**config.mk**
```make
export PLATFORM = sky130hd
export DESIGN_NAME = ccrs_core_clock_reset_sequencer
export DESIGN_NICKNAME = d
export VERILOG_FILES = /design/src/core/ccrs_pkg.sv /design/src/core/ccrs_clock_divider.sv /design/src/core/ccrs_core_clock_reset_sequencer.sv
export VERILOG_INCLUDE_DIRS = /design/src /design/src/core
export SDC_FILE = /design/constraint.sdc
export NUM_CORES = 1
export LEC_CHECK = 0
export BUFFER_PORTS_ARGS = -buffer_cell sky130_fd_sc_hd__buf_2
export CORE_ASPECT_RATIO = 1.5
export CORE_MARGIN = 2
export CORE_UTILIZATION = 39
export DETAILED_ROUTE_END_ITERATION = 16
export GPL_ROUTABILITY_DRIVEN = 1
export GPL_TIMING_DRIVEN = 0
export MAX_ROUTING_LAYER = met4
export PLACE_DENSITY_LB_ADDON = 0.2
export SLEW_MARGIN = 20
export SYNTH_ARGS = -nofsm -noshare
export SYNTH_HDL_FRONTEND = slang
export SYNTH_SLANG_ARGS = --single-unit
```
**constraint.sdc**
```tcl
create_clock -name ref_clk -period 13.6 [get_ports ref_clk]
set_input_delay 1.36 -clock ref_clk [delete_from_list [all_inputs] [get_ports ref_clk]]
set_output_delay 1.36 -clock ref_clk [all_outputs]
set_load 0.01 [all_outputs]
```
**src/core/ccrs_defs.svh**
```systemverilog
// Constants of the core clock and reset sequencer
// Behaviour
// - Peripheral clock period is twice core period
// - Serial clock period is peripheral times ratio
// - SPI clock period is peripheral times ratio
// - Pin ratios include 6, 16 and 32
// - Software writes further ratios into control
// - Core reset held 4096 input plus 2
// - Missed setup may add one input cycle
// - Ratio taken from pins during reset
`ifndef CCRS_DEFS_SVH
`define CCRS_DEFS_SVH

// ****************************************
// Register map
// ****************************************
`define CCRS_ADDR_W        8
`define CCRS_OFF_PWR_CTL   8'h00
`define CCRS_OFF_SER_DIV   8'h04
`define CCRS_OFF_SPI_RATE  8'h08
`define CCRS_OFF_STATUS    8'h0C

// ****************************************
// Fields and reset values
// ****************************************
`define CCRS_RATIO_W       6
`define CCRS_RATIO_CFG00   6'h06
`define CCRS_RATIO_CFG01   6'h20
`define CCRS_RATIO_CFG10   6'h10
`define CCRS_RATIO_CFG11   6'h06
`define CCRS_PM_SW_BIT     8
`define CCRS_DIV_W         16
`define CCRS_DIV_RST       16'h0004
`define CCRS_ST_RST_BIT    0
`define CCRS_ST_EXT_BIT    1
`define CCRS_ST_PINS_LSB   2
`define CCRS_ST_CNT_LSB    16

// ****************************************
// Timing counts
// ****************************************
`define CCRS_IN_CYCLES     4096
`define CCRS_CNT_W         14
`define CCRS_TAIL_LAST     2'h1
`define CCRS_NUM_DIV       2

`endif

```
**src/core/ccrs_pkg.sv**
```systemverilog
// Types of the core clock and reset sequencer
`include "ccrs_defs.svh"
package ccrs_pkg;
  // Reset sequencer states
  typedef enum logic [1:0] {
    ST_HOLD  = 2'h0,
    ST_COUNT = 2'h1,
    ST_TAIL  = 2'h2,
    ST_RUN   = 2'h3
  } ccrs_state_type;

  // Settings of one clock divider
  typedef struct packed {
    logic [`CCRS_DIV_W-1:0] ratio;
  } ccrs_div_cfg_type;

  // Captured AHB address phase
  typedef struct packed {
    logic                    valid;
    logic                    write;
    logic [`CCRS_ADDR_W-1:0] addr;
  } ccrs_aphase_type;
endpackage

```
**src/core/ccrs_clock_divider.sv**
```systemverilog
// Divider producing a clock of ratio peripheral periods
`timescale 1ns/1ps
`include "ccrs_defs.svh"
module ccrs_clock_divider (
  input  wire logic                      ref_clk,     // Core clock
  input  wire logic                      rst,         // Async reset, high
  input  wire logic                      run,         // Core out of reset
  input  wire ccrs_pkg::ccrs_div_cfg_type cfg,        // Divide ratio
  output logic                           div_clock    // Divided clock
);
  logic [`CCRS_DIV_W-1:0] cnt_r;
  logic [`CCRS_DIV_W-1:0] last;

  // Ratio zero behaves as one
  assign last = (cfg.ratio == {`CCRS_DIV_W{1'b0}}) ? {`CCRS_DIV_W{1'b0}} : cfg.ratio - 1'b1;

  // Half period of ratio core cycles
  always_ff @(posedge ref_clk or posedge rst) begin
    if (rst) begin
      cnt_r <= {`CCRS_DIV_W{1'b0}};
    end else if (!run || cnt_r >= last) begin
      cnt_r <= {`CCRS_DIV_W{1'b0}};
    end else begin
      cnt_r <= cnt_r + 1'b1;
    end
  end

  // Toggle output at each half period
  always_ff @(posedge ref_clk or posedge rst) begin
    if (rst) begin
      div_clock <= 1'b0;
    end else if (!run) begin
      div_clock <= 1'b0;
    end else if (cnt_r >= last) begin
      div_clock <= ~div_clock;
    end
  end
endmodule // ccrs_clock_divider

```
**src/core/ccrs_core_clock_reset_sequencer.sv**
```systemverilog
// Core clock derivation and core reset release with AHB-Lite registers
`timescale 1ns/1ps
`include "ccrs_defs.svh"
module ccrs_core_clock_reset_sequencer #(
  parameter int unsigned IN_CYCLES = `CCRS_IN_CYCLES
) (
  input  wire logic        ref_clk,           // Core clock
  input  wire logic        rst,               // Async reset, high
  input  wire logic        input_clock,       // Board input clock pin
  input  wire logic        ext_reset_n,       // Board reset pin, low
  input  wire logic [1:0]  ratio_select_pins, // Ratio strap pins
  input  wire logic        hsel,              // AHB select
  input  wire logic [31:0] haddr,             // AHB address
  input  wire logic [1:0]  htrans,            // AHB transfer type
  input  wire logic        hwrite,            // AHB write
  input  wire logic [2:0]  hsize,             // AHB size
  input  wire logic [31:0] hwdata,            // AHB write data
  input  wire logic        hready,            // AHB bus ready
  output logic             hreadyout,         // AHB slave ready
  output logic             hresp,             // AHB response
  output logic [31:0]      hrdata,            // AHB read data
  output logic             core_reset_out,    // Internal core reset
  output logic             periph_clock,      // Peripheral clock
  output logic             serial_clock,      // Serial port clock
  output logic             spi_clock,         // SPI clock
  output logic [5:0]       core_ratio         // Core to input ratio
);
  localparam logic [`CCRS_CNT_W-1:0] CNT_LAST = `CCRS_CNT_W'(IN_CYCLES - 1);

  // ****************************************
  // Declarations
  // ****************************************
  logic [1:0]                      ext_s;
  logic [2:0]                      in_s;
  logic [1:0]                      pins_s0;
  logic [1:0]                      pins_s1;
  logic                            ext_active;
  logic                            in_fall;
  ccrs_pkg::ccrs_state_type        state_r;
  ccrs_pkg::ccrs_state_type        state_nxt;
  logic [`CCRS_CNT_W-1:0]          cnt_r;
  logic [1:0]                      tail_r;
  logic [1:0]                      latched_pins_r;
  logic [`CCRS_RATIO_W-1:0]        ratio_r;
  logic [`CCRS_RATIO_W-1:0]        ratio_nxt;
  logic                            sw_ratio_r;
  logic                            sw_ratio_nxt;
  ccrs_pkg::ccrs_div_cfg_type      div_cfg_r   [`CCRS_NUM_DIV];
  ccrs_pkg::ccrs_div_cfg_type      div_cfg_nxt [`CCRS_NUM_DIV];
  logic [`CCRS_NUM_DIV-1:0]        div_clk;
  ccrs_pkg::ccrs_aphase_type       ap_r;
  logic                            wr_fire;
  logic                            run;

  // Ratio decode of the strap pins
  function automatic logic [`CCRS_RATIO_W-1:0] pin_ratio(input logic [1:0] p);
    case (p)
      2'h0:    pin_ratio = `CCRS_RATIO_CFG00;
      2'h1:    pin_ratio = `CCRS_RATIO_CFG01;
      2'h2:    pin_ratio = `CCRS_RATIO_CFG10;
      default: pin_ratio = `CCRS_RATIO_CFG11;
    endcase
  endfunction

  // ****************************************
  // Pin synchronisers
  // ****************************************
  // Two flops on every pin, third flop for input clock edges
  always_ff @(posedge ref_clk or posedge rst) begin
    if (rst) begin
      ext_s   <= 2'h0;
      in_s    <= 3'h0;
      pins_s0 <= 2'h0;
      pins_s1 <= 2'h0;
    end else begin
      ext_s   <= {ext_s[0], ext_reset_n};
      in_s    <= {in_s[1:0], input_clock};
      pins_s0 <= ratio_select_pins;
      pins_s1 <= pins_s0;
    end
  end

  assign ext_active = ~ext_s[1];
  assign in_fall    = in_s[2] & ~in_s[1];

  // ****************************************
  // Reset sequencer
  // ****************************************
  // Next state of the release sequence
  always_comb begin
    state_nxt = state_r;
    case (state_r)
      ccrs_pkg::ST_HOLD: begin
        if (!ext_active) state_nxt = ccrs_pkg::ST_COUNT;
      end
      ccrs_pkg::ST_COUNT: begin
        if (ext_active) state_nxt = ccrs_pkg::ST_HOLD;
        else if (in_fall && cnt_r == CNT_LAST) state_nxt = ccrs_pkg::ST_TAIL;
      end
      ccrs_pkg::ST_TAIL: begin
        if (ext_active) state_nxt = ccrs_pkg::ST_HOLD;
        else if (tail_r == `CCRS_TAIL_LAST) state_nxt = ccrs_pkg::ST_RUN;
      end
      ccrs_pkg::ST_RUN: begin
        if (ext_active) state_nxt = ccrs_pkg::ST_HOLD;
      end
      default: state_nxt = ccrs_pkg::ST_HOLD;
    endcase
  end

  // State and core reset register
  always_ff @(posedge ref_clk or posedge rst) begin
    if (rst) begin
      state_r        <= ccrs_pkg::ST_HOLD;
      core_reset_out <= 1'b1;
    end else begin
      state_r        <= state_nxt;
      core_reset_out <= (state_nxt != ccrs_pkg::ST_RUN);
    end
  end

  // Input clock falling edges since release
  always_ff @(posedge ref_clk or posedge rst) begin
    if (rst) begin
      cnt_r <= {`CCRS_CNT_W{1'b0}};
    end else if (state_r == ccrs_pkg::ST_HOLD || ext_active) begin
      cnt_r <= {`CCRS_CNT_W{1'b0}};
    end else if (state_r == ccrs_pkg::ST_COUNT && in_fall) begin
      cnt_r <= cnt_r + 1'b1;
    end
  end

  // Core clock cycles after the input count
  always_ff @(posedge ref_clk or posedge rst) begin
    if (rst) begin
      tail_r <= 2'h0;
    end else if (state_r == ccrs_pkg::ST_TAIL) begin
      tail_r <= tail_r + 1'b1;
    end else begin
      tail_r <= 2'h0;
    end
  end

  // Strap pins tracked in reset, frozen at release
  always_ff @(posedge ref_clk or posedge rst) begin
    if (rst) begin
      latched_pins_r <= 2'h0;
    end else if (ext_active) begin
      latched_pins_r <= pins_s1;
    end
  end

  // ****************************************
  // AHB-Lite slave
  // ****************************************
  assign hreadyout = 1'b1;
  assign hresp     = 1'b0;
  assign wr_fire   = ap_r.valid & ap_r.write;

  // Address phase capture
  always_ff @(posedge ref_clk or posedge rst) begin
    if (rst) begin
      ap_r <= '0;
    end else if (hready) begin
      ap_r.valid <= hsel & htrans[1];
      ap_r.write <= hwrite;
      ap_r.addr  <= haddr[`CCRS_ADDR_W-1:0];
    end
  end

  // Register next values, writes in data phase
  always_comb begin
    ratio_nxt      = ratio_r;
    sw_ratio_nxt   = sw_ratio_r;
    div_cfg_nxt[0] = div_cfg_r[0];
    div_cfg_nxt[1] = div_cfg_r[1];
    if (ext_active) begin
      ratio_nxt    = pin_ratio(pins_s1);
      sw_ratio_nxt = 1'b0;
    end else if (wr_fire && ap_r.addr == `CCRS_OFF_PWR_CTL) begin
      ratio_nxt    = hwdata[`CCRS_RATIO_W-1:0];
      sw_ratio_nxt = 1'b1;
    end
    if (wr_fire && ap_r.addr == `CCRS_OFF_SER_DIV) div_cfg_nxt[0].ratio = hwdata[`CCRS_DIV_W-1:0];
    if (wr_fire && ap_r.addr == `CCRS_OFF_SPI_RATE) div_cfg_nxt[1].ratio = hwdata[`CCRS_DIV_W-1:0];
  end

  // Control registers
  always_ff @(posedge ref_clk or posedge rst) begin
    if (rst) begin
      ratio_r      <= `CCRS_RATIO_CFG00;
      sw_ratio_r   <= 1'b0;
      div_cfg_r[0] <= `CCRS_DIV_RST;
      div_cfg_r[1] <= `CCRS_DIV_RST;
    end else begin
      ratio_r      <= ratio_nxt;
      sw_ratio_r   <= sw_ratio_nxt;
      div_cfg_r[0] <= div_cfg_nxt[0];
      div_cfg_r[1] <= div_cfg_nxt[1];
    end
  end

  // Read data taken in the address phase, forwarded from pending writes
  always_ff @(posedge ref_clk or posedge rst) begin
    if (rst) begin
      hrdata <= 32'h0;
    end else if (hready && hsel && htrans[1] && !hwrite) begin
      hrdata <= 32'h0;
      case (haddr[`CCRS_ADDR_W-1:0])
        `CCRS_OFF_PWR_CTL: begin
          hrdata[`CCRS_RATIO_W-1:0] <= ratio_nxt;
          hrdata[`CCRS_PM_SW_BIT]   <= sw_ratio_nxt;
        end
        `CCRS_OFF_SER_DIV:  hrdata[`CCRS_DIV_W-1:0] <= div_cfg_nxt[0].ratio;
        `CCRS_OFF_SPI_RATE: hrdata[`CCRS_DIV_W-1:0] <= div_cfg_nxt[1].ratio;
        `CCRS_OFF_STATUS: begin
          hrdata[`CCRS_ST_RST_BIT]                        <= core_reset_out;
          hrdata[`CCRS_ST_EXT_BIT]                        <= ext_active;
          hrdata[`CCRS_ST_PINS_LSB+1:`CCRS_ST_PINS_LSB]   <= latched_pins_r;
          hrdata[`CCRS_ST_CNT_LSB+`CCRS_CNT_W-1:`CCRS_ST_CNT_LSB] <= cnt_r;
        end
        default: hrdata <= 32'h0;
      endcase
    end
  end

  // ****************************************
  // Derived clocks
  // ****************************************
  assign run        = ~core_reset_out;
  assign core_ratio = ratio_r;

  // Peripheral clock toggles every core cycle
  always_ff @(posedge ref_clk or posedge rst) begin
    if (rst) begin
      periph_clock <= 1'b0;
    end else if (!run) begin
      periph_clock <= 1'b0;
    end else begin
      periph_clock <= ~periph_clock;
    end
  end

  // Serial port and SPI dividers
  genvar gi;
  generate
    for (gi = 0; gi < `CCRS_NUM_DIV; gi++) begin : g_div
      ccrs_clock_divider u_div (
        .ref_clk   (ref_clk),
        .rst       (rst),
        .run       (run),
        .cfg       (div_cfg_r[gi]),
        .div_clock (div_clk[gi])
      );
    end
  endgenerate

  assign serial_clock = div_clk[0];
  assign spi_clock    = div_clk[1];

  // ****************************************
  // Assertions
  // ****************************************
  logic [`CCRS_CNT_W-1:0] fall_total_r;
  // Input falls seen since the last reset release
  always_ff @(posedge ref_clk or posedge rst) begin
    if (rst) begin
      fall_total_r <= {`CCRS_CNT_W{1'b0}};
    end else if (ext_active) begin
      fall_total_r <= {`CCRS_CNT_W{1'b0}};
    end else if (in_fall && core_reset_out) begin
      fall_total_r <= fall_total_r + 1'b1;
    end
  end
endmodule // ccrs_core_clock_reset_sequencer

```
# == Word level (Yosys, flattened, before mapping) ==
# Index checks and enable logic that the tools add are counted.
# totals
reg_bits,144
inputBits,78
output_inout_bits,44
wordCells,103
# op_classes
n_addsub,6
magnitude_cmp,2
n_eq_ne,13
n_mux,32
n_bitwise,8
n_reduce_logical,20
# op_table
cell,n
two-way mux 16 bit,6
two-way mux 14 bit,3
"adder 16 x 1 -> 16 bit, second input constant",2
>= comparator 16 bit,2
logical NOT 16 bit,2
"subtractor 16 x 1 -> 16 bit, second input constant",2
"== test 8 x 4 -> 1 bit, second input constant",3
"== test 8 x 3 -> 1 bit, second input constant",2
logical NOT 8 bit,2
one-hot mux 4 bit (4 select lines),1
"adder 14 x 1 -> 14 bit, second input constant",1
"== test 14 x 12 -> 1 bit, second input constant",1
two-way mux 2 bit,7
one-hot mux 7 bit (2 select lines),1
two-way mux 6 bit,2
one-hot mux 6 bit (2 select lines),1
logical AND 1 bit,8
one-hot mux 2 bit (4 select lines),1
two-way mux 1 bit,7
"== test 2 x 1 -> 1 bit, second input constant",3
"== test 2 bit, second input constant",3
one-hot mux 2 bit (3 select lines),1
nonzero test 2 bit,3
inverter 1 bit,5
other kinds (8),12

# == Logic depth before layout (Yosys ltp) ==
# Gate-level depths: netlist of the first run.
# logic_depth
word_depth,7
mapped_depth,15

# == Cells and area by module ==
# From an unflattened synthesis of the first run, not the netlist that was laid out.
# unflattened
cells_unflattened,720
area_unflattened_um2,7673.6
# modules_own_cells
module,instances,cells_per_inst,area_each_um2,seq_area_each_um2
ccrs_core_clock_reset_sequencer,1,374,4700.8,2758.9
ccrs_clock_divider at g_div[1].u_div,1,173,1493.9,425.4
ccrs_clock_divider at g_div[0].u_div,1,173,1478.9,425.4

# == Worst setup path after synthesis of the first run ==
# Ideal clock, no wire load.
# synth_path
kind,reg-to-reg
startpoint,reg div_cfg_r[4] in the netlist's numbering
endpoint,reg g_div[1].u_div.div_clock
setup_time_ps,125
t_arrival_ps,3592
t_required_ps,13475
setup_slack_ps,9883
stages_incl_launch_ff,14
synth_period_minus_slack_ps,3717
path_cell_list,dfrtp_1 -> or4_1 -> nor4_4 -> nand3b_1 -> or4b_1 -> clkbuf_1 -> and2_1 -> ha_1 -> nand2b_1 -> a211oi_1 -> o211ai_1 -> a211o_1 -> clkbuf_1 -> mux2_2
# synth_between
elab_chain_cells,4
word_cells_on_any_way,5
cone_classes,1 x add/sub; 1 x order compare; 1 x mux; 2 x reduce/logical
# synth_rtl
element,line_no,rtl
start: declaration,ccrs_core_clock_reset_sequencer.sv:48,ccrs_pkg::ccrs_div_cfg_type div_cfg_r [`CCRS_NUM_DIV];
subtractor 16 x 1 -> 16 bit or logical NOT 16 bit (tied branches),ccrs_clock_divider.sv:15,assign last = (cfg.ratio == {`CCRS_DIV_W{1'b0}}) ? {`CCRS_DIV_W{1'b0}} : cfg.ratio - 1'b1;
two-way mux 16 bit *,ccrs_clock_divider.sv:15,
>= comparator 16 bit *,ccrs_clock_divider.sv:34,end else if (cnt_r >= last) begin
nonzero test 2 bit (no source line) *,--,
end signal: assignment,ccrs_clock_divider.sv:35,div_clock <= ~div_clock;
end: declaration,ccrs_clock_divider.sv:9,output logic div_clock
# Every way passes the cells marked *; elsewhere a longest branch is shown, timed or not.
# A chain may end at the register's enable or synchronous reset.

# == Worst setup path in the final report of the first run ==
# layout_path
startpoint,reg div_cfg_r[4] in the netlist's numbering
endpoint,reg g_div[1].u_div.cnt_r[11]
# layout_between
elab_chain_cells,5
word_cells_on_any_way,6
cone_classes,1 x add/sub; 1 x order compare; 2 x mux; 2 x reduce/logical
# layout_rtl
element,line_no,rtl
subtractor 16 x 1 -> 16 bit or logical NOT 16 bit (tied branches),ccrs_clock_divider.sv:15,
two-way mux 16 bit *,ccrs_clock_divider.sv:15,
>= comparator 16 bit *,ccrs_clock_divider.sv:21,end else if (!run || cnt_r >= last) begin
logical OR 1 bit *,ccrs_clock_divider.sv:21,
two-way mux 16 bit *,ccrs_clock_divider.sv:21,
end signal: assignment,ccrs_clock_divider.sv:20,cnt_r <= {`CCRS_DIV_W{1'b0}};
end signal: assignment,ccrs_clock_divider.sv:22,cnt_r <= {`CCRS_DIV_W{1'b0}};
end signal: assignment,ccrs_clock_divider.sv:24,cnt_r <= cnt_r + 1'b1;
end: declaration,ccrs_clock_divider.sv:11,logic [`CCRS_DIV_W-1:0] cnt_r;
# Marked as above.

==> results of run 1 <==
-- cell families after synthesis --
logic type      Yosys count
fa+ha+maj                42
other cells               2
simple gates            251
compound gates          105
xor+xnor                 65
mux                      49
flops                   144
buf+inv                  58
-- metrics by stage --
stage          worst slack, ps  cell area (um2)
2_1_floorplan             8382             7599
6_report                  9365             8857
3_3_place_gp              6852             8284
5_1_grt                   9050             8857
4_1_cts                   9337             8857
3_5_place_dp              9371             8328
-- placed cells by master (no fill, tap or decap), drive strengths merged, types with 4 or more instances in the layout --
cell	count
nor4	10
nand3	29
nor2	81
xnor2	49
ha	42
or4	5
clkbuf	38
a2111oi	5
o211ai	5
a22o	16
a21o	5
inv	32
nand4b	4
clkinv	4
clkinvlp	6
a21oi	23
nand2b	7
and2	13
buf	84
dfstp	5
conb	4
a211o	6
nor2b	4
o21ai	10
or2	4
mux2	36
nand3b	4
mux2i	13
a221o	9
nor3	17
xor2	16
dfrtp	139
nand2	51
a211oi	12
nand4	12
-- power by group --
| group | switching [W] | internal [W] | total, W |
|---|---|---|---|
| logic | 0.0000393 | 0.0000282 | 0.0000675 |
| clock network | 0.000182 | 0.000241 | 0.000424 |
| registers | 0.0000129 | 0.000442 | 0.000454 |
| total | 0.000235 | 0.000711 | 0.000946 |
-- critical path, stage by stage, from the launching register on --
cell and delay, ps:
dfrtp_1 410, or4_1 650, nor4_4 340, nand3b_1 170, or4b_1 520, clkbuf_1 170, a21oi_1 180, ha_1 280
a21oi_1 160, nand2_1 70, a211o_1 290, a211o_1 260, clkbuf_1 200, clkbuf_1 270, nor2_1 180
-- flip-flops by register name (all words and copies together), names as in the netlist, 2 cells and up --
signal / cells
div_cfg_r: 32
g_div.u_div.cnt_r: 32
hrdata: 30
cnt_r: 14
ap_r: 10
core_ratio: 6
in_s: 3
ext_s: 2
g_div.u_div.div_clock: 2
latched_pins_r: 2
pins_s0: 2
pins_s1: 2
state_r: 2
tail_r: 2
-- final timing paths --
check	startpoint	end	slack (ps)	cells past startpoint
max in group asynchronous	rst	div_cfg_r[18]	11880	3
worst min register to register	pins_s0[0]	pins_s1[0]	350	0
worst min-delay path	pins_s0[0]	pins_s1[0]	350	0
worst max register to register	div_cfg_r[4]	g_div[1].u_div.cnt_r[11]	9370	14
min in group asynchronous	rst	pins_s0[1]	910	2
worst max-delay path	div_cfg_r[4]	g_div[1].u_div.cnt_r[11]	9370	14
-- metal layers --
metal | up-vias | part of all wire [%] | track usage (%)
li1 | 2716 | - | -
met1 | 2842 | 41 | 21.29
met2 | 119 | 53 | 34.38
met3 | 29 | 3.7 | 4.634
met4 | 0 | 2.3 | 6.878
met5 | - | 0 | -
-- cell type report --
cell class	instances	share of cell area (%)
clock buffers	22	5.241
multi-input cells	516	42.11
inverters	32	1.441
repair buffers	74	4.436
flip-flops and latches	144	40.75
plain buffers	26	1.667
clock inverters	10	0.7346
well taps	256	3.616
==> results by group, run 1 <==
Synthesis
  – Post-Synth Adder-Cell Area: 6.923%
  – Synth cell types: 56
  – Ys flop type: dfrtp_1
  – Synth area leader: dfrtp_1
  – Xor/xnor share of the synthesized area: 7.500%
  – Main combinational cell family by area after synthesis: simple AND/OR/NAND/NOR gates
  – Cell with the most instances after synthesis: dfrtp_1
  – Number of synthesized flops with an enable pin: 0
  – Cells after Synth: 716
  – Simple-gate area share of the yosys netlist: 16.42%
  – Fraction of registers with async set/reset: 100.0%
  – Top cell type's share of synthesized area: 45.82%
  – Syn Area/Cell: 10.60 um2
  – Syn. warnings: 0
  – Sequential-to-total area share from yosys stat: 47.55%
  – Largest cells by area after synthesis: dfrtp_1, ha_1, xnor2_1, nor2_1, mux2_2
  – Multiplexer area fraction after synthesis: 7.648%
  – Post-synthesis compound-gate area fraction: 10.33%
  – Synth Cell Area: 7591 um2
  – Register bit total from synthesis: 144
  – Commonest cells in the synthesized netlist: dfrtp_1, nor2_1, nand2_1, xnor2_1, ha_1

Routing
  – DR pass1 iterations: 5
  – Vias: 5,706
  – DRC viols: 0
  – Iteration-0 DRC Markers: 225
  – Post-route antenna net violation count: 0
  – Via/cell ratio: 5.283
  – Total wire length: 18,480 um
  – WL/cell: 17.11 um

STA
  – Final Skew: 11.98 ps
  – Relative slew slack: 32.58%
  – Final worst path period share: 31.14%
  – Slew Limit Fails: 0
  – Fin Hold WS: 346.4 ps
  – RSZ-0062 raised after global routing: false
  – Highest Clock Rate: 236.1 MHz
  – Clock period minus worst slack: 4235 ps
  – Final Hold Viols: 0
  – Setup violators final: 0
  – Worst slew pin tran: 1004 ps
  – Setup TNS: 0 ps

GRT
  – First-pass GRT wire length: 30,910 um
  – GRT Total Usage: 19.44%
  – Initial antenna violation count: 0
  – Largest net degree at the start of global routing: 106
  – Remaining Overflow, GRT: 0
  – Number of global-route vias before repair: 6,124

Clock tree
  – Total CTS buffers: 17
  – H-tree Lvls: 4
  – Root buf cell: clkbuf_16
  – CTS clk-pin slew, worst paths: 60 ps
  – Worst skew pair latency: 420 ps
  – Post-CTS setup buffers: 0
  – TritonCTS clock tree: yes
  – Clock Path Buffers: 2
  – Post-CTS Resized: 0
  – Clock sinks: 144
  – Cts hold-fix bufs: 0

Die
  – IO Count: 122
  – Std cell rows: 62
  – Die area: 20,620 um2
  – Core ar.: 19,080 um2
  – Die Y: 174.9 um
  – Chip width: 117.9 um
  – Initial Utilization: 39.78%

Power
  – Pwr dens: 106.8 nW/um2
  – Tot Pwr: 0.0009456 W
  – Worst VDD drop: 0.07653 mV
  – Leak: 4.030 nW

Final layout
  – Ant. Diodes: 0
  – Area Growth Syn to Fin: 16.68%
  – Fin nets: 931
  – Footprint of the multi-input gates: 3730 um2
  – Register Area: 3610 um2
  – Final non-filler cell total: 1,080
  – Final Util: 46.41%
  – Filler Cells Inserted: 1,851
  – Layout cells sized above 1: 19.90%

Setup path
  – Worst EP required: 13,940 ps
  – CP Max Fanout: 10
  – Startpoint types: register
  – CP arrival: 4580 ps
  – Critical path class: register to register
  – CP Capture Type: register

Placement
  – Routability cong.: 0.8572
  – Placed cells: 1,048
  – Final HPWL DP: 13,770 um
  – IO buf count: 73

Flow run
  – Max cap viols: 0

Status
  – Run status: completed

Min path
  – Hold WC Path Type: register to register
No activity file was read; power rests on OpenSTA's default activity.
==> run 2: changes to the inputs <==
--- a/config.mk
+++ b/config.mk
@@ -6,6 +6,7 @@
 export SDC_FILE = /design/constraint.sdc
 export NUM_CORES = 1
 export LEC_CHECK = 0
+export ABC_AREA = 1
 export BUFFER_PORTS_ARGS = -buffer_cell sky130_fd_sc_hd__buf_2
 export CORE_ASPECT_RATIO = 1.5
 export CORE_MARGIN = 2
==> constraint.sdc (replaced) <==
create_clock -name ref_clk -period 3.55 [get_ports ref_clk]
set_input_delay 0.355 -clock ref_clk [delete_from_list [all_inputs] [get_ports ref_clk]]
set_output_delay 0.355 -clock ref_clk [all_outputs]
set_load 0.01 [all_outputs]
==> run 2 against run 1 <==
Clock skew about the same. Critical path type unchanged. First-iteration DRC count grew 29%. Highest routed layer unchanged. Critical endpoint is now g_div[1].u_div.cnt_r[14]. Count of clock-buffer cells in the layout shrank 3.
==> results by group, run 2 <==
Clock tree
  – Root buf cell: clkbuf_16
  – CTS clk-pin slew, worst paths: 60 ps
  – TritonCTS clock tree: yes
  – Total CTS buffers: 17
  – Clock Path Buffers: 2
  – Worst skew pair latency: 440 ps
  – H-tree Lvls: 4
  – Clock sinks: 144

Synthesis
  – Synth area leader: dfrtp_1
  – Cell with the most instances after synthesis: nand2_1
  – Ys flop type: dfrtp_1
  – Sequential-to-total area share from yosys stat: 43.71%
  – Register bit total from synthesis: 144
  – Number of synthesized flops with an enable pin: 0
  – Synth cell types: 46
  – Top cell type's share of synthesized area: 42.12%
  – Cells after Synth: 1,054
  – Fraction of registers with async set/reset: 100.0%
  – Syn. warnings: 0
  – Syn Area/Cell: 7.835 um2
  – Commonest cells in the synthesized netlist: nand2_1, dfrtp_1, inv_1, nor2_1, nand3_1
  – Largest cells by area after synthesis: dfrtp_1, nand2_1, ha_1, inv_1, nand3_1
  – Synth Cell Area: 8258 um2

Final layout
  – Fin nets: 1,273
  – Ant. Diodes: 0
  – Final Util: 46.24%
  – Commonest non-fill, non-tap cell in the layout: nand2_1
  – Most frequent cells in the layout: nand2_1, dfrtp_1, inv_1
  – Filler Cells Inserted: 2,101
  – Area Growth Syn to Fin: 17.05%
  – Largest regs: div_cfg_r (32), g_div.u_div.cnt_r (32), hrdata (30)
  – Layout cells sized above 1: 15.52%
  – Final non-filler cell total: 1,434

Routing
  – Iteration-0 DRC Markers: 290
  – Post-route antenna net violation count: 0
  – DRC viols: 0
  – DR pass1 iterations: 5
  – Via/cell ratio: 4.949
  – Total wire length: 21,450 um
  – Vias: 7,097
  – WL/cell: 14.96 um

GRT
  – Remaining Overflow, GRT: 0
  – Number of global-route vias before repair: 7,224
  – Largest net degree at the start of global routing: 29
  – M1 GR Usage: 23.12%
  – First-pass GRT wire length: 35,890 um
  – Busiest grt layer: met2
  – Met3 usage: 3.562%
  – Initial antenna violation count: 0
  – M2 GR Usage: 37.61%
  – GRT Total Usage: 21.41%

Power
  – Gate power share: 12.2%
  – Seq pwr share: 43.2%
  – Tot Pwr: 0.004029 W
  – Switching Fraction: 27.47%
  – Total net switching power: 0.001107 W
  – Clock power share: 44.6%
  – Worst VDD drop: 0.3397 mV
  – Leak: 4.927 nW
  – Pwr dens: 416.8 nW/um2
  – Int Power: 0.002922 W

STA
  – Slew Limit Fails: 0
  – Final Hold Viols: 0
  – Worst slew pin tran: 640.4 ps
  – Highest Clock Rate: 321.0 MHz
  – Final Skew: 11.65 ps
  – Setup TNS: 0 ps
  – Clock period minus worst slack: 3115 ps
  – Relative slew slack: 56.95%
  – Setup violators final: 0
  – Final worst path period share: 87.76%
  – RSZ-0062 raised after global routing: false

Die
  – Initial Utilization: 39.51%
  – Die area: 22,380 um2
  – Std cell rows: 65
  – Core ar.: 20,900 um2
  – IO Count: 122
  – Chip width: 122.8 um
  – Die Y: 182.2 um

Setup path
  – Critical path class: register to register
  – CP Capture Type: register
  – CP arrival: 3480 ps
  – CP Max Fanout: 10
  – Worst EP required: 3910 ps
  – Startpoint types: register

Status
  – Run status: completed

Placement
  – Final HPWL DP: 17,040 um
  – IO buf count: 72
  – Routability cong.: 0.8717
  – Placed cells: 1,401

Min path
  – Hold WC Path Type: primary input to register

Flow run
  – Max cap viols: 0
[run 2: cell count changes after synthesis, moves of 13 or more]
cell	change
a22o_1	-16
inv_1	+104
mux2_2	-19
mux2i_1	-13
nand2_1	+198
nand3_1	+69
nor2_1	+41
o21ai_0	+34
xnor2_1	-46
[run 2: cells by family after synthesis]
logic type | Yosys count | synth area share [%]
AOI/OAI and AO/OA | 108 | 7.682
xor gates and xnor gates | 27 | 2.864
adders and majority gates | 42 | 6.364
buffers and inverters | 163 | 8.076
DFF | 144 | 43.71
muxes | 5 | 0.6818
other | 2 | 0.09094
and+or+nand+nor | 563 | 30.53
[run 2: metrics by stage]
step                      setup WS (ps)  cell area (um2)  hold WS, ps
final                             434.7             9666        25.59
after global routing              70.12             9666        11.68
after CTS                         145.9             9656        10.10
after detailed placement          163.8             9065        337.1
after global placement            213.6             8965        332.6
after floorplan                   854.5             8269        331.2
[run 2: power by group through the flow]
| stage | clock (W) | sequential, W | combinational, W |
|---|---|---|---|
| after floorplan | 0 | 0.00176 | 0.000342 |
| final | 0.00180 | 0.00174 | 0.000490 |
| after global placement | 0 | 0.00177 | 0.000470 |
| after CTS | 0.00184 | 0.00174 | 0.000495 |
| after detailed placement | 0 | 0.00177 | 0.000491 |
| after global routing | 0.00191 | 0.00175 | 0.000560 |
[run 2: routing by layer]
| layer | routed length (um) | up-vias | part of all wire (%) |
|---|---|---|---|
| li1 | - | 3594 | - |
| met1 | 8531 | 3326 | 40 |
| met2 | 11560 | 132 | 54 |
| met3 | 612 | 45 | 2.9 |
| met4 | 741 | 0 | 3.5 |
| met5 | 0 | - | 0 |
[run 2: area by class of cell]
class | count | area, um2 | share of cell area [%]
clock inverters | 13 | 137.6 | 1.424
plain buffers | 21 | 133.9 | 1.385
multi-input cells | 749 | 3999 | 41.37
inverters | 142 | 536.8 | 5.553
well taps | 268 | 335.3 | 3.469
repair buffers | 78 | 470.5 | 4.867
clock buffers | 19 | 442.9 | 4.583
flip-flops and latches | 144 | 3610 | 37.35
[run 2: repair_timing]
action,4_1_cts,5_1_grt
setup endpoints to repair,0,10
hold buffers,1,0
gates resized for setup,0,2
setup buffers,0,0
endpoints found under the hold margin,18,0
[run 2: path summary, 6_finish.rpt]
check                                  start                       end  slack (ps)  cells after the start
min in group asynchronous                rst   g_div[1].u_div.cnt_r[1]         500                      3
worst min register to register      ext_s[0]                  ext_s[1]         350                      0
max in group asynchronous                rst   g_div[0].u_div.cnt_r[6]        2120                      6
worst max register to register  div_cfg_r[0]  g_div[1].u_div.cnt_r[14]         430                     15
worst max-delay path            div_cfg_r[0]  g_div[1].u_div.cnt_r[14]         430                     15
worst min-delay path             input_clock                   in_s[0]          30                      1
[run 2: critical path, cell delays in order, from the launching register on]
cell	delay, ps
dfrtp_1	380
inv_1	150
ha_1	200
inv_1	40
nor4_1	240
nand3b_1	200
clkbuf_1	280
nand2_1	150
ha_1	250
a21oi_1	150
o21a_1	140
nand2_1	100
a21oi_1	220
nand3_2	220
buf_4	240
nor2_1	90
==> run 3: changes to the inputs <==
--- a/config.mk
+++ b/config.mk
@@ -8,7 +8,6 @@
 export LEC_CHECK = 0
 export ABC_AREA = 1
 export BUFFER_PORTS_ARGS = -buffer_cell sky130_fd_sc_hd__buf_2
-export CORE_ASPECT_RATIO = 1.5
 export CORE_MARGIN = 2
 export CORE_UTILIZATION = 39
 export DETAILED_ROUTE_END_ITERATION = 16
==> run 3 against run 2 <==
Global-route usage is 1.4 points lower. First-iteration DRC count is 34% higher. Fmax is 0.75% lower. Critical path type unchanged. Largest power group unchanged. Highest routed layer unchanged.
==> results by group, run 3 (same netlist as run 2, synthesis figures left out) <==
Routing
  – DR pass1 iterations: 5
  – Vias: 7,080
  – Post-route antenna net violation count: 0
  – WL/cell: 14.32 um
  – Total wire length: 20,600 um
  – Iteration-0 DRC Markers: 390
  – Via/cell ratio: 4.920
  – DRC viols: 0

Clock tree
  – CTS clk-pin slew, worst paths: 70 ps
  – Post-CTS setup buffers: 0
  – Total CTS buffers: 17
  – Clock Path Buffers: 2
  – TritonCTS clock tree: yes
  – Worst skew pair latency: 430 ps
  – Root buf cell: clkbuf_16
  – Clock sinks: 144
  – H-tree Lvls: 4

Final layout
  – Ant. Diodes: 0
  – Final non-filler cell total: 1,439
  – Layout cells sized above 1: 15.55%
  – Fin nets: 1,271
  – Area Growth Syn to Fin: 16.71%
  – Final Util: 46.14%
  – Most frequent cells in the layout: nand2_1, dfrtp_1, inv_1
  – Largest regs: div_cfg_r (32), g_div.u_div.cnt_r (32), hrdata (30)
  – Design area: 9638 um2
  – Commonest non-fill, non-tap cell in the layout: nand2_1

Placement
  – Routability cong.: 0.8437
  – Placed cells: 1,407
  – Final HPWL DP: 16,210 um
  – IO buf count: 72
  – Cell area after placement: 9054 um2

Die
  – IO Count: 122
  – Chip width: 149.5 um
  – Die Y: 149.5 um
  – Initial Utilization: 39.53%
  – Core ar.: 20,890 um2
  – Die area: 22,350 um2
  – Std cell rows: 53

GRT
  – Number of global-route vias before repair: 6,771
  – Largest net degree at the start of global routing: 33
  – First-pass GRT wire length: 34,160 um
  – Remaining Overflow, GRT: 0
  – GRT Total Usage: 19.97%
  – Initial antenna violation count: 0

STA
  – Clock period minus worst slack: 3139 ps
  – Setup TNS: 0 ps
  – Slew Limit Fails: 0
  – Relative slew slack: 54.19%
  – Highest Clock Rate: 318.6 MHz
  – Final Hold Viols: 0
  – Final worst path period share: 88.42%
  – Setup violators final: 0
  – Final Skew: 15.49 ps
  – Worst slew pin tran: 681.4 ps
  – RSZ-0062 raised after global routing: false

Status
  – Run status: completed

Power
  – Worst VDD drop: 0.3487 mV
  – Leak: 4.913 nW
  – Tot Pwr: 0.003975 W
  – Pwr dens: 412.4 nW/um2

Setup path
  – Worst R2R Start: div_cfg_r[23]
  – Critical path class: register to register
  – CP Capture Type: register
  – Worst EP required: 3910 ps
  – Critical path origin: div_cfg_r[23]
  – CP Max Fanout: 10
  – CP arrival: 3500 ps
  – Startpoint types: register

Flow run
  – Max cap viols: 0

Min path
  – Hold WC Path Type: primary input to asynchronous set/reset pin
[run 3: changes by cell type in the layout (fill, tap and decap cells not counted), sizes merged]
cell / before / now
bufinv: 2 / 1
buf: 92 / 91
clkinvlp: 4 / 2
dlygate4sd3: 1 / 0
inv: 141 / 143
clkinv: 8 / 9
[run 3: final timing paths]
| kind | cells past startpoint | end | slack, ps |
|---|---|---|---|
| worst min-delay path | 2 | ext_s[0] | 20 |
| min in group ref_clk | 1 | pins_s0[0] | 30 |
| worst max register to register | 16 | g_div[0].u_div.cnt_r[4] | 410 |
| worst max-delay path | 16 | g_div[0].u_div.cnt_r[4] | 410 |
| worst min register to register | 0 | pins_s1[0] | 350 |
| max in group asynchronous | 4 | div_cfg_r[2] | 2660 |
[run 3: layer usage]
layer,GRT usage [%],share of wire (%)
met5,-,0
met4,5.286,1.2
met3,3.262,4.2
met2,29.40,45
met1,28.65,50
[run 3: what timing repair did]
item | CTS | global route
endpoints found under the hold margin | 0 | 0
gates resized for setup | 0 | 3
endpoints found under the setup margin | 0 | 12
hold buffers | 0 | 0
[run 3: final cells by class]
class / count / area (um2)
buffer: 21 / 133.9
clock buffer: 19 / 442.9
clock inverter: 13 / 126.4
fill: 2082 / 11250
inverter: 142 / 536.8
multi-input combinational: 749 / 4004
sequential: 144 / 3610
tap: 275 / 344.1
timing repair buffer: 76 / 440.4
[run 3: metrics by stage]
| step | worst slack (ps) | hold slack [ps] |
|---|---|---|
| floorplan | 854.5 | 331.2 |
| global route | 96.69 | 12.63 |
| global placement | 320.5 | 331.7 |
| finish | 411.2 | 20.63 |
| detailed placement | 270.3 | 334.7 |
| CTS | 246.3 | 15.71 |
[run 3: critical path: stages (launching register included)]
cell and delay (ps):
dfrtp_1 420, nor2_1 150, inv_1 80, nor3_2 140, inv_1 120, nor4_4 270
nand2_2 180, buf_6 190, nand3_1 100, ha_1 250, a21oi_1 160, o21a_1 120
nand2_1 90, a21oi_1 210, nand3_2 230, buf_4 250, nor2_1 110
[run 3: power by group]
part	total (W)	switching (W)	internal, W
clock network	0.00175	0.000754	0.000994
registers	0.00174	0.0000460	0.00170
logic	0.000484	0.000315	0.000169
total	0.00397	0.00111	0.00286
